### config.mk
export PLATFORM = sky130hd
export DESIGN_NAME = asbla_host
export DESIGN_NICKNAME = d
export VERILOG_FILES = /design/src/shared/asbla_pkg.sv /design/src/core/asbla_host.sv
export SDC_FILE = /design/constraint.sdc
export NUM_CORES = 1
export LEC_CHECK = 0
export ABC_AREA = 1
export BUFFER_PORTS_ARGS = -buffer_cell sky130_fd_sc_hd__buf_4
export CAP_MARGIN = 25
export CORE_ASPECT_RATIO = 1.1
export CORE_MARGIN = 3
export CORE_UTILIZATION = 45
export CTS_CLUSTER_SIZE = 8
export DETAILED_ROUTE_END_ITERATION = 6
export GPL_ROUTABILITY_DRIVEN = 0
export PLACE_DENSITY = 0.69
export SLEW_MARGIN = 20
export SYNTH_ARGS = -nofsm -noshare
export SYNTH_HDL_FRONTEND = slang
export SYNTH_SLANG_ARGS = --single-unit
### constraint.sdc
create_clock -name ref_clk -period 2.1 [get_ports ref_clk]
set_input_delay 0.42 -clock ref_clk [delete_from_list [all_inputs] [get_ports ref_clk]]
set_output_delay 0.42 -clock ref_clk [all_outputs]
set_load 0.01 [all_outputs]
### src/shared/asbla_pkg.sv
// Package for the host controller of the byte-lane asynchronous static memory
package asbla_pkg;

  // ----------------------------------------------------------------
  // Clock and timing
  // ----------------------------------------------------------------
  localparam int CLK_PERIOD_PS = 5000;
  // Speed grade 12 ns figures in picoseconds, power-up wait in microseconds
  localparam int CYCLE_TIME_PS = 12000;
  localparam int ADDRESS_ACCESS_TIME_PS = 12000;
  localparam int OUTPUT_DRIVE_ACCESS_TIME_PS = 6000;
  localparam int WRITE_DATA_SETUP_PS = 6000;
  localparam int WRITE_FLOAT_DELAY_PS = 6000;
  localparam int LANE_SELECT_TO_WRITE_END_PS = 8000;
  localparam int WRITE_PULSE_PS = 8000;
  localparam int DESELECT_POWERDOWN_TIME_PS = 12000;
  localparam int POWER_UP_WAIT_US = 100;

  // Least times round up to whole cycles
  function automatic int cyc_up(input int ps);
    int c;
    c = (ps + CLK_PERIOD_PS - 1) / CLK_PERIOD_PS;
    return (c < 1) ? 1 : c;
  endfunction

  localparam int READ_CYC = cyc_up(ADDRESS_ACCESS_TIME_PS) + 1;
  localparam int WR_PULSE_A = cyc_up(WRITE_PULSE_PS);
  localparam int WR_PULSE_B = cyc_up(LANE_SELECT_TO_WRITE_END_PS);
  localparam int WR_PULSE_C =
    cyc_up(WRITE_FLOAT_DELAY_PS + WRITE_DATA_SETUP_PS);
  localparam int WR_PULSE_AB =
    (WR_PULSE_A > WR_PULSE_B) ? WR_PULSE_A : WR_PULSE_B;
  localparam int WRITE_CYC =
    (WR_PULSE_AB > WR_PULSE_C) ? WR_PULSE_AB : WR_PULSE_C;
  localparam int IDLE_CYC = cyc_up(CYCLE_TIME_PS - WRITE_DATA_SETUP_PS);
  localparam int POWER_UP_CYC = POWER_UP_WAIT_US * 1000000 / CLK_PERIOD_PS;

  localparam int ADDR_W = 18;
  localparam int DATA_W = 16;
  localparam int CNT_W = 16;
  localparam logic [CNT_W-1:0] CNT_ZERO = 16'h0000;
  localparam logic [CNT_W-1:0] CNT_ONE = 16'h0001;

  typedef enum logic [1:0] {
    ASBLA_RD,
    ASBLA_WR
  } asbla_op_t;

  // User request
  typedef struct packed {
    asbla_op_t         op;
    logic [ADDR_W-1:0] addr;
    logic [DATA_W-1:0] wdata;
    logic [1:0]        lane_en;
  } asbla_req_t;

  // Memory pins driven by the host, strobes active low
  typedef struct packed {
    logic [ADDR_W-1:0] addr;
    logic              chip_sel_n;
    logic              out_en_n;
    logic              write_n;
    logic              low_byte_select_n;
    logic              high_byte_select_n;
  } asbla_pins_t;

endpackage

### src/core/asbla_host.sv
// Host controller driving the asynchronous static memory pins
`timescale 1ns/1ps

// Function
// - Write only while chip select, write strobe and a lane select are low.
// - Chip select, write strobe and lane selects low before a write starts.
// - First strobe to rise ends the write; data is held across that edge.
// - Strobe write with output enable low lasts float delay plus setup.
// - Write strobe stays high throughout every read.
// - Address is valid no later than chip select falling for a read.
// - Host waits 100 microseconds after power before first access.
// - Write data set up at least the data setup time before write end.
// - Lane select held low at least lane-to-write-end time before end.
// - Address stable through the write window, zero setup allowed.
module asbla_host
  import asbla_pkg::*;
#(
  parameter int POWER_UP_CYCLES = POWER_UP_CYC
) (
  // Clock and reset
  input  wire logic              ref_clk,
  input  wire logic              sys_rst,
  // User request
  input  wire logic              req_valid,
  input  wire asbla_req_t        req,
  output logic                   req_ready,
  // Read answer
  output logic                   rd_valid,
  output logic [DATA_W-1:0]      rd_data,
  // Memory pins
  output asbla_pins_t            pins,
  output logic [DATA_W-1:0]      data_pins_o,
  output logic                   data_pins_oe_n,
  input  wire logic [DATA_W-1:0] data_pins_i
);

  // Counts must fit the sequencer counter
  if (POWER_UP_CYCLES < 1 || READ_CYC >= (1 << CNT_W) ||
      WRITE_CYC >= (1 << CNT_W) || IDLE_CYC >= (1 << CNT_W)) begin : g_bad_cnt
    $error("asbla_host: counts out of range");
  end

  // ----------------------------------------------------------------
  // Sequencer
  // ----------------------------------------------------------------
  typedef enum logic [2:0] {
    S_POWER, S_IDLE, S_READ, S_WRITE, S_GAP
  } asbla_state_t;

  localparam int PW = 32;
  localparam logic [PW-1:0] PW_ONE = 32'h00000001;
  localparam logic [CNT_W-1:0] CNT_WIDTH_W = CNT_W'(WRITE_CYC);
  localparam logic [CNT_W-1:0] CNT_WIDTH_R = CNT_W'(READ_CYC);
  localparam logic [CNT_W-1:0] CNT_GAP = CNT_W'(IDLE_CYC);

  asbla_state_t      state_r, state_nxt;
  logic [PW-1:0]     pwr_cnt_r, pwr_cnt_nxt;
  logic [CNT_W-1:0]  cnt_r, cnt_nxt;
  asbla_pins_t       pins_r, pins_nxt;
  logic [DATA_W-1:0] dout_r, dout_nxt;
  logic              oe_n_r, oe_n_nxt;
  logic              ready_r, ready_nxt;
  logic              rdv_r, rdv_nxt;
  logic [DATA_W-1:0] rdd_r, rdd_nxt;

  // Idle bus: all strobes high, memory deselected and in standby
  function automatic asbla_pins_t idle_pins(input logic [ADDR_W-1:0] a);
    asbla_pins_t p;
    p = '{addr: a, chip_sel_n: 1'b1, out_en_n: 1'b1, write_n: 1'b1,
          low_byte_select_n: 1'b1, high_byte_select_n: 1'b1};
    return p;
  endfunction

  always_comb begin
    state_nxt   = state_r;
    pwr_cnt_nxt = pwr_cnt_r;
    cnt_nxt     = cnt_r;
    pins_nxt    = pins_r;
    dout_nxt    = dout_r;
    oe_n_nxt    = oe_n_r;
    ready_nxt   = 1'b0;
    rdv_nxt     = 1'b0;
    rdd_nxt     = rdd_r;
    case (state_r)
      S_POWER: begin
        // Hold off until the supply has settled
        if (pwr_cnt_r >= PW'(POWER_UP_CYCLES) - PW_ONE) begin
          state_nxt = S_IDLE;
          ready_nxt = 1'b1;
        end else begin
          pwr_cnt_nxt = pwr_cnt_r + PW_ONE;
        end
      end
      S_IDLE: begin
        ready_nxt = 1'b1;
        if (req_valid && req_ready) begin
          ready_nxt = 1'b0;
          // Address, strobes and lanes all change on one edge
          pins_nxt.addr = req.addr;
          pins_nxt.chip_sel_n = 1'b0;
          pins_nxt.low_byte_select_n = ~req.lane_en[0];
          pins_nxt.high_byte_select_n = ~req.lane_en[1];
          if (req.op == ASBLA_WR) begin
            // No lane chosen: no strobe, so no empty write pulse appears
            pins_nxt.write_n = ~|req.lane_en;
            pins_nxt.out_en_n = 1'b1;
            dout_nxt = req.wdata;
            oe_n_nxt = 1'b0;
            cnt_nxt = CNT_WIDTH_W;
            state_nxt = S_WRITE;
          end else begin
            pins_nxt.write_n = 1'b1;
            pins_nxt.out_en_n = 1'b0;
            oe_n_nxt = 1'b1;
            cnt_nxt = CNT_WIDTH_R;
            state_nxt = S_READ;
          end
        end
      end
      S_READ: begin
        cnt_nxt = cnt_r - CNT_ONE;
        if (cnt_r == CNT_ONE) begin
          // Sample only after the access time has passed
          rdd_nxt = data_pins_i;
          rdv_nxt = 1'b1;
          pins_nxt = idle_pins(pins_r.addr);
          cnt_nxt = CNT_GAP;
          state_nxt = S_GAP;
        end
      end
      S_WRITE: begin
        cnt_nxt = cnt_r - CNT_ONE;
        if (cnt_r == CNT_ONE) begin
          // All strobes rise together; data and address held one more
          // cycle, giving hold past the ending edge
          pins_nxt = idle_pins(pins_r.addr);
          cnt_nxt = CNT_GAP;
          state_nxt = S_GAP;
        end
      end
      S_GAP: begin
        oe_n_nxt = 1'b1;
        cnt_nxt = cnt_r - CNT_ONE;
        if (cnt_r == CNT_ONE) begin
          state_nxt = S_IDLE;
          ready_nxt = 1'b1;
        end
      end
      default: state_nxt = S_IDLE;
    endcase
  end

  always_ff @(posedge ref_clk) begin
    if (sys_rst) begin
      state_r   <= S_POWER;
      pwr_cnt_r <= '0;
      cnt_r     <= CNT_ZERO;
      pins_r    <= '{addr: '0, chip_sel_n: 1'b1, out_en_n: 1'b1,
                     write_n: 1'b1, low_byte_select_n: 1'b1,
                     high_byte_select_n: 1'b1};
      dout_r    <= '0;
      oe_n_r    <= 1'b1;
      ready_r   <= 1'b0;
      rdv_r     <= 1'b0;
      rdd_r     <= '0;
    end else begin
      state_r   <= state_nxt;
      pwr_cnt_r <= pwr_cnt_nxt;
      cnt_r     <= cnt_nxt;
      pins_r    <= pins_nxt;
      dout_r    <= dout_nxt;
      oe_n_r    <= oe_n_nxt;
      ready_r   <= ready_nxt;
      rdv_r     <= rdv_nxt;
      rdd_r     <= rdd_nxt;
    end
  end

  assign req_ready      = ready_r;
  assign rd_valid       = rdv_r;
  assign rd_data        = rdd_r;
  assign pins           = pins_r;
  assign data_pins_o    = dout_r;
  assign data_pins_oe_n = oe_n_r;
endmodule

Yosys cells after proc, flatten, opt, wreduce, memory -nomap -nowiden:

Index checks and enable logic that the tools add are counted.

* register bits after elaboration: 109
* input bits: 57
* output and inout bits: 58
* word-level logic and storage cells: 70

* add/subtract/negate cells: 2
* $lt $le $gt $ge: 1
* equality and inequality tests: 10
* multiplexer cells: 21
* bitwise operators: 5
* reductions and logical operators: 17

Operators with widths (count)
* case mux 16 bit (3 select lines): 1
* case mux 23 bit (2 select lines): 1
* adder 32 x 1 -> 32 bit, second input constant: 1
* greater-or-equal comparator 32 x 15 -> 1 bit, second input constant: 1
* 2-to-1 mux 16 bit: 2
* 2-to-1 mux 23 bit: 1
* equality test 16 x 1 -> 1 bit, second input constant: 1
* subtractor 16 x 1 -> 16 bit, second input constant: 1
* 2-to-1 mux 3 bit: 5
* case mux 3 bit (4 select lines): 1
* AND reduction 3 bit: 3
* AND reduction 2 bit: 4
* equality test 3 x 2 -> 1 bit, second input constant: 2
* 2-to-1 mux 1 bit: 6
* inequality test 2 bit, second input constant: 3
* OR reduction 2 bit: 3
* 2-to-1 mux 5 bit: 1
* inverter 1 bit: 5
* AND reduction 4 bit: 1
* nonzero test 2 bit: 2
* equality test 3 x 1 -> 1 bit, second input constant: 1
* equality test 3 bit, second input constant: 1
* logical NOT 3 bit: 1
* case mux 1 bit (3 select lines): 1
* other kinds (7): 7

Longest topological paths before layout:

Gate-level depths: netlist of the first run.

* depth in word-level cells: 5
* gate-level depth with buffers: 12
* depth with buffers taken out: 12

Worst setup path after synthesis of the first run:

No wires, ideal clock.

* path type: reg-to-reg
* start: register pwr_cnt_r[0]
* end: register pwr_cnt_r[2]
* setup time: 0.118 ns
* data arrival time: 1.454 ns
* required time: 1.982 ns
* path slack: 0.528 ns
* cell stages (with the launch flop): 11
* buffers on the path: 1
* period minus slack after synthesis: 1.572 ns
* path through: dfxtp_1 -> ha_1 -> nand2_1 -> nor2_1 -> nor2_1 -> nor2_1 -> nor2_1 -> nand3_2 -> buf_4 -> nor3_1 -> nor2_1

* longest elaborated chain between the ends: 3
* elaborated cells on any way between the ends: 4
* classes of those cells: 1 x add/sub; 1 x order compare; 1 x bitwise; 1 x reduce/logical

RTL lines
* start: declaration: line asbla_host.sv:57 `logic [PW-1:0] pwr_cnt_r, pwr_cnt_nxt;`
* start signal: assignment: line asbla_host.sv:168 `pwr_cnt_r <= pwr_cnt_nxt;`
* greater-or-equal comparator 32 x 15 -> 1 bit: line asbla_host.sv:87 `if (pwr_cnt_r >= PW'(POWER_UP_CYCLES) - PW_ONE) begin`
* inverter 1 bit (no source line)
* AND reduction 2 bit (no source line)

Several ways; a longest one is shown, not always the timed one.
A chain may end at the register's enable or synchronous reset.

Worst setup path in the final report of the first run:

Ends and elaborated chain as after synthesis.

==> results of run 1 <==
[worst max-delay path by stage]
stage / endpoint / slack, ns / depth (start not counted)
4_1_cts: pwr_cnt_r[2] / 0.21 / 10
5_1_grt: pwr_cnt_r[2] / 0.03 / 10
3_5_place_dp: pwr_cnt_r[2] / 0.23 / 10
2_1_floorplan: pwr_cnt_r[2] / 0.53 / 10
6_report: pwr_cnt_r[2] / 0.24 / 10
3_3_place_gp: pwr_cnt_r[2] / 0.33 / 10
[registers in the layout, summed over array words and instances (netlist names)]
register	cells
pwr_cnt_r	32
pins	23
cnt_r	16
data_pins_o	16
rd_data	16
state_r	3
data_pins_oe_n	1
rd_valid	1
req_ready	1
[stage by stage]
step / instance area (um^2) / worst slack (ns) / utilization
2_1_floorplan: 4540 / 0.528 / -
6_report: 5690 / 0.236 / 0.594
3_5_place_dp: 5500 / 0.232 / 0.574
4_1_cts: 5690 / 0.210 / 0.594
5_1_grt: 5690 / 0.0343 / 0.594
3_3_place_gp: 5500 / 0.330 / 0.574
[placed cells by master (no fill, tap or decap), drive strengths merged, types with 13 or more instances in the layout]
cell,n
a21oi,71
buf,122
dfxtp,109
inv,57
nand2,163
nand3,47
nor2,80
nor3,13
o21ai,13
xor2,14
[worst reg2reg max path: stages, from the launching register on]
cell and delay [ns]:
dfxtp_1 0.37, ha_1 0.26, nand2_1 0.08, nor2_1 0.04, nor2_1 0.09, nor2_1 0.05, nor2_1 0.13, nand3_2 0.34
o21ai_0 0.29, nand2_1 0.07, nor2_1 0.09
[metal layers]
layer | global-route usage | up-vias
li1 | - | 2162
met1 | 0.246 | 1932
met2 | 0.311 | 104
met3 | 0.0673 | 15
met4 | 0.0514 | 0
met5 | 0 | -
[cell usage after synthesis, types with 2 or more instances]
cell type and n:
nand3_2 2, nand2_1 156, xnor2_1 4, nand3_4 2
a21oi_1 70, nand3_1 43, o21ai_0 13, nand4_1 6
inv_2 4, nor2_1 74, dfxtp_1 109, ha_1 3
nand2_4 2, nor2_2 2, xor2_1 14, buf_2 5
inv_1 49, o21a_1 2, nand2_2 5, nor3_1 13
buf_4 4, nor2_4 4, clkbuf_1 16, a31oi_1 3
[layout make-up]
class,instances,area (um^2),area share
flip-flops and latches,109,2180,0.383
clock inverters,7,73.8,0.0130
multi-input cells,425,2040,0.358
clock buffers,9,124,0.0218
repair buffers,122,928,0.163
well taps,117,146,0.0257
inverters,53,199,0.0349
[kinds of logic (layout without fill, tap and decap cells)]
kind of cell / after synthesis / count (layout) / share of synthesized area
buf+inv: 78 / 191 / 0.0692
flops: 109 / 109 / 0.481
xor+xnor: 18 / 18 / 0.0347
simple gates: 313 / 313 / 0.303
fa+ha+maj: 3 / 3 / 0.00827
compound gates: 91 / 91 / 0.104
[where the power goes]
group / switching (mW) / internal [mW] / leakage, nW / total [mW]
registers: 0.0962 / 2.17 / 0.880 / 2.27
clock network: 0.781 / 0.471 / 0.101 / 1.25
logic: 0.533 / 0.337 / 1.38 / 0.870
total: 1.41 / 2.98 / 2.36 / 4.39
==> results by group, run 1 <==
Outcome
  • Status: finished clean

Placed design
  • Placed Instances: ~830
  • DPL Wire Length: ~8000 um
  • I/O Buffers: ~110

Run
  • Max-Cap Viols: 0

Yosys
  • Mean Syn Cell Area: around 7.4 um^2
  • Ys flop type: dfxtp_1
  • Post-synth EDFFs: 0
  • Syn nets: between 600 and 700
  • Ys Warns: 0
  • Yosys top cell area share: 0.481
  • Cells after Synth: a little over 600
  • Largest cells by area after synthesis: dfxtp_1 48%, nand2_1 13%, a21oi_1 7.7%
  • Yosys cell types: 31
  • FFs w/ async S/R, synth: 0
  • Sequential element share of the synthesized area: 0.481
  • Yosys reg bits: 109
  • Cell Area, Synth: between 0.004 and 0.005 mm^2
  • Synth area leader: dfxtp_1

Clock tree
  • Post_cts resized: 0
  • CTS Buf Count: 9
  • Clock Latency Late Sink: around 0.38 ns
  • Post-CTS setup buffer count: 0
  • CTS max path bufs: 2
  • CTS tree: built
  • H-tree depth: 3
  • Clock Sinks: between 100 and 150
  • CTS clk-pin slew, worst paths: between 0.1 and 0.15 ns
  • Hold_buf cts: 0
  • CTS Root Cell: clkbuf_8

Critical path
  • CP Class: flip-flop to flip-flop
  • Setup crit start kind: flip-flop
  • R2r worst-path depth: 10
  • Setup crit start: pwr_cnt_r[0]
  • Max stage delay on crit path: ~0.37 ns
  • CP max stage cell: dfxtp_1
  • Cell family with most CP delay: simple AND/OR/NAND/NOR gates
  • CP most frequent cell: nor2_1
  • Buf+Inv Stages, Crit Path: 0
  • CP Capture Type: flip-flop
  • Critical R2R Capture: pwr_cnt_r[2]
  • Worst path cell trace: ha_1 > nand2_1 > nor2_1 > nor2_1 > nor2_1 > nor2_1 > nand3_2 > o21ai_0 > nand2_1 > nor2_1
  • Worst-path maximum fanout: 19
  • FF-to-FF setup slack: 0.24 ns
  • Worst r2r src: pwr_cnt_r[0]
  • Worst Path Arrival: 2.18 ns
  • Worst Path Required: roughly 2.4 ns

Global routing
  • Initial antenna violation count: 0
  • First-pass GRT wire length: around 18000 um
  • Grt ovf: 0
  • Total Routing Usage GR: 0.193
  • Number of global-route vias before repair: slightly below 4000
  • Largest net degree at the start of global routing: 86

Detailed routing
  • Top Layer Used: met4
  • Drt drc: 0
  • ANT nets after route: 0
  • Final WL: approximately 11000 um
  • DR WL met3: 754 um
  • WL met1: between 4000 and 5000 um
  • Total number of vias: ~4200
  • First DRT Iteration DRCs: 205
  • TritonRoute pass-1 iters: 6
  • Met2 WL: 5170 um
  • Wire per inst: about 13 um
  • Vias/cell: 5.00

Cells and area
  • Finished Layout Cells: 842
  • Fillers: just under 900
  • Diodes inserted: 0
  • Share of cells above drive strength 1: 0.221
  • NumNets Final: slightly below 800
  • Layout area overhead: 25.5%

Timing
  • Setup TNS: 0 ns
  • Fin. Hold Viols: 0
  • Final worst-path cycle share: 0.887
  • Max Freq: ~540 MHz
  • Tmin final: ~1.9 ns
  • Fin. max-slew vios: 0
  • Hold Slack: roughly 0.28 ns
  • Relative slew slack: 0.695
  • RSZ-0062 raised after global routing: no
  • Post-Route Skew: around 0.0084 ns
  • Worst-Margin Slew: between 0.4 and 0.5 ns
  • Final setup fails: 0

Floorplan
  • Row count: 37
  • Core Area: about 0.0096 mm^2
  • Num ports: 115
  • Die Area: between 0.01 and 0.015 mm^2
  • Vert. Die Dim: about 110 um
  • Initial Utilization: 0.473
  • Width of the die: roughly 100 um

Hold path
  • Hold path endpoint: rd_data[10]
  • Hold depth: 3
  • Hold Crit Class: input port to flip-flop
  • Hold wc startpoint: data_pins_i[10]

Pwr
  • Leakage: roughly 2.4 nW
  • Worst IR drop on VDD: 0.000334 V
  • Tot Pwr: roughly 4.4 mW
  • PwrDens: a little under 800 mW/mm^2
Power figures use the tool's default switching activity.
==> inputs of run 2 (changes only) <==
--- a/config.mk
+++ b/config.mk
@@ -6,7 +6,7 @@
 export NUM_CORES = 1
 export LEC_CHECK = 0
 export ABC_AREA = 1
-export BUFFER_PORTS_ARGS = -buffer_cell sky130_fd_sc_hd__buf_4
+export BUFFER_PORTS_ARGS = -buffer_cell sky130_fd_sc_hd__clkbuf_2
 export CAP_MARGIN = 25
 export CORE_ASPECT_RATIO = 1.1
 export CORE_MARGIN = 3
==> run 2 against run 1 <==
First-iteration DRC count up 20%. Design area down 4.9%. Sequential share of layout area up 2.0 points. Global-route usage down 0.61 points. Largest power group unchanged. Highest routed layer unchanged.
==> results by group, run 2 (synthesized netlist as in run 1, its figures left out) <==
Timing
  • Hold Slack: 0.270 ns (was 0.283 ns)
  • Post-Route Skew: 0.0117 ns (was 0.00840 ns)
  • Final setup fails: 0 (unchanged)
  • Relative slew slack: 0.686 (was 0.695)
  • Tmin final: 1.79 ns (was 1.86 ns)
  • Setup TNS: 0 ns (unchanged)
  • Worst-Margin Slew: 0.470 ns (was 0.458 ns)
  • Fin. Hold Viols: 0 (unchanged)
  • Final worst-path cycle share: 0.850 (was 0.887)
  • Fin. max-slew vios: 0 (unchanged)
  • RSZ-0062 raised after global routing: no (unchanged)
  • Max Freq: 560 MHz (was 537 MHz)

Outcome
  • Status: finished clean (unchanged)

Global routing
  • Largest net degree at the start of global routing: 86 (unchanged)
  • Grt ovf: 0 (unchanged)
  • Number of global-route vias before repair: 3838 (was 3910)
  • Initial antenna violation count: 0 (unchanged)
  • Total Routing Usage GR: 0.187 (was 0.193)
  • First-pass GRT wire length: 17600 um (was 17900 um)

Hold path
  • Hold depth: 3 (unchanged)
  • Hold Crit Class: input port to flip-flop (unchanged)
  • Hold path endpoint: pins[20] (was rd_data[10])
  • Hold wc startpoint: req[33] (was data_pins_i[10])

Detailed routing
  • Drt drc: 0 (unchanged)
  • TritonRoute pass-1 iters: 6 (unchanged)
  • ANT nets after route: 0 (unchanged)
  • Wire per inst: 12.3 um (was 12.7 um)
  • First DRT Iteration DRCs: 246 (was 205)
  • Final WL: 10300 um (was 10700 um)
  • Total number of vias: 4148 (was 4213)
  • Vias/cell: 4.93 (was 5.00)

Pwr
  • Worst IR drop on VDD: 0.000380 V (was 0.000334 V)
  • Leakage: 2.28 nW (was 2.36 nW)
  • PwrDens: 802 mW/mm^2 (was 771 mW/mm^2)

Cells and area
  • Commonest non-fill, non-tap cell in the layout: nand2_1 (unchanged)
  • Diodes inserted: 0 (unchanged)
  • Most frequent cells in the layout: 156 x nand2_1, 114 x clkbuf_2, 109 x dfxtp_1 (was 156 x nand2_1, 121 x buf_4, 109 x dfxtp_1)
  • Layout area overhead: 19.3% (was 25.5%)
  • Share of cells above drive strength 1: 0.221 (unchanged)
  • Finished Layout Cells: 842 (unchanged)
  • NumNets Final: 780 (unchanged)
  • Register with the most flip-flops: pwr_cnt_r (unchanged)
  • Fillers: 887 (was 888)
  • Max reg flops: 32 (unchanged)

Clock tree
  • CTS clk-pin slew, worst paths: 0.10 ns (was 0.11 ns)
  • CTS max path bufs: 2 (unchanged)
  • Clock Latency Late Sink: 0.36 ns (was 0.38 ns)
  • H-tree depth: 3 (unchanged)
  • CTS Root Cell: clkbuf_8 (unchanged)
  • CTS tree: built (unchanged)
  • Post-CTS setup buffer count: 0 (unchanged)
  • Clock Sinks: 109 (unchanged)
  • CTS Buf Count: 9 (unchanged)

Critical path
  • R2r worst-path depth: 10 (unchanged)
  • Worst Path Required: 2.40 ns (was 2.42 ns)
  • Setup crit start kind: flip-flop (unchanged)
  • Setup crit start: pwr_cnt_r[0] (unchanged)
  • FF-to-FF setup slack: 0.31 ns (was 0.24 ns)
  • Worst r2r src: pwr_cnt_r[0] (unchanged)
  • Worst Path Arrival: 2.08 ns (was 2.18 ns)
  • CP Class: flip-flop to flip-flop (unchanged)
  • CP Capture Type: flip-flop (unchanged)
  • Worst-path maximum fanout: 11 (was 19)
  • Critical R2R Capture: pwr_cnt_r[7] (was pwr_cnt_r[2])

Placed design
  • Placed Instances: 826 (unchanged)
  • I/O Buffers: 114 (unchanged)
  • DPL Wire Length: 7340 um (was 7810 um)

Floorplan
  • Initial Utilization: 0.473 (unchanged)
  • Row count: 37 (unchanged)
  • Vert. Die Dim: 111 um (unchanged)
  • Die Area: 0.0113 mm^2 (unchanged)
  • Core Area: 0.00958 mm^2 (unchanged)
  • Width of the die: 102 um (unchanged)
  • Num ports: 115 (unchanged)

Run
  • Max-Cap Viols: 0 (unchanged)
## run 2: changes by cell type in the layout (fill, tap and decap cells not counted)
cell        delta
clkbuf_2     +114
buf_4        -114
clkbuf_8       +2
inv_8          -2
clkinvlp_4     +1
nand3_4        +1
clkinv_8       -1
nand3_2        -1
## run 2: critical path, stage by stage (launching register included)
cell and delay (ns):
dfxtp_1 0.36, ha_1 0.26, nand2_1 0.08, nor2_1 0.04
nor2_1 0.09, nor2_1 0.05, nor2_1 0.19, nand2_1 0.10
inv_1 0.28, nand3_1 0.13, a21oi_1 0.14
## run 2: how the worst max path moves through the flow
stage,end,depth (start not counted)
finish,pwr_cnt_r[7],10
global route,pwr_cnt_r[10],10
CTS,pwr_cnt_r[2],10
detailed placement,pwr_cnt_r[2],10
global placement,pwr_cnt_r[2],10
floorplan,pwr_cnt_r[2],10
## run 2: final cells by class
cell class | count | area [um^2] | share of cell area
Clock inverter | 5 | 42.5 | 0.00786
Inverter | 53 | 199 | 0.0368
Multi-Input combinational cell | 425 | 2050 | 0.378
Clock buffer | 11 | 151 | 0.0280
Tap cell | 117 | 146 | 0.0270
Timing Repair Buffer | 122 | 643 | 0.119
Sequential cell | 109 | 2180 | 0.403
## run 2: power breakdown
| part | switching [mW] | internal, mW |
|---|---|---|
| sequential | 0.0986 | 2.17 |
| clock | 0.721 | 0.510 |
| combinational | 0.538 | 0.302 |
| total | 1.36 | 2.98 |
## run 2: layer usage
metal / part of all wire / up-vias / GRT usage
li1: - / 2160 / -
met2: 0.47 / 114 / 0.298
met1: 0.45 / 1857 / 0.241
met4: 0.020 / 0 / 0.0621
met3: 0.062 / 17 / 0.0554
met5: 0 / - / 0
## run 2: repair_timing
| action | in CTS | in global routing |
|---|---|---|
| hold buffers | 0 | 0 |
| endpoints found under the setup margin | 0 | 2 |
| resized for setup | 0 | 1 |
| hold endpoints to repair | 0 | 0 |
## run 2: stage by stage
step                utilization  instance area, um^2  worst slack [ns]  power [mW]
detailed placement        0.544                 5210             0.311        3.15
global route              0.565                 5410            0.0491        4.59
CTS                       0.564                 5410             0.291        4.38
global placement          0.544                 5210             0.326        3.13
floorplan                     -                 4540             0.528        2.92
finish                    0.565                 5410             0.314        4.34
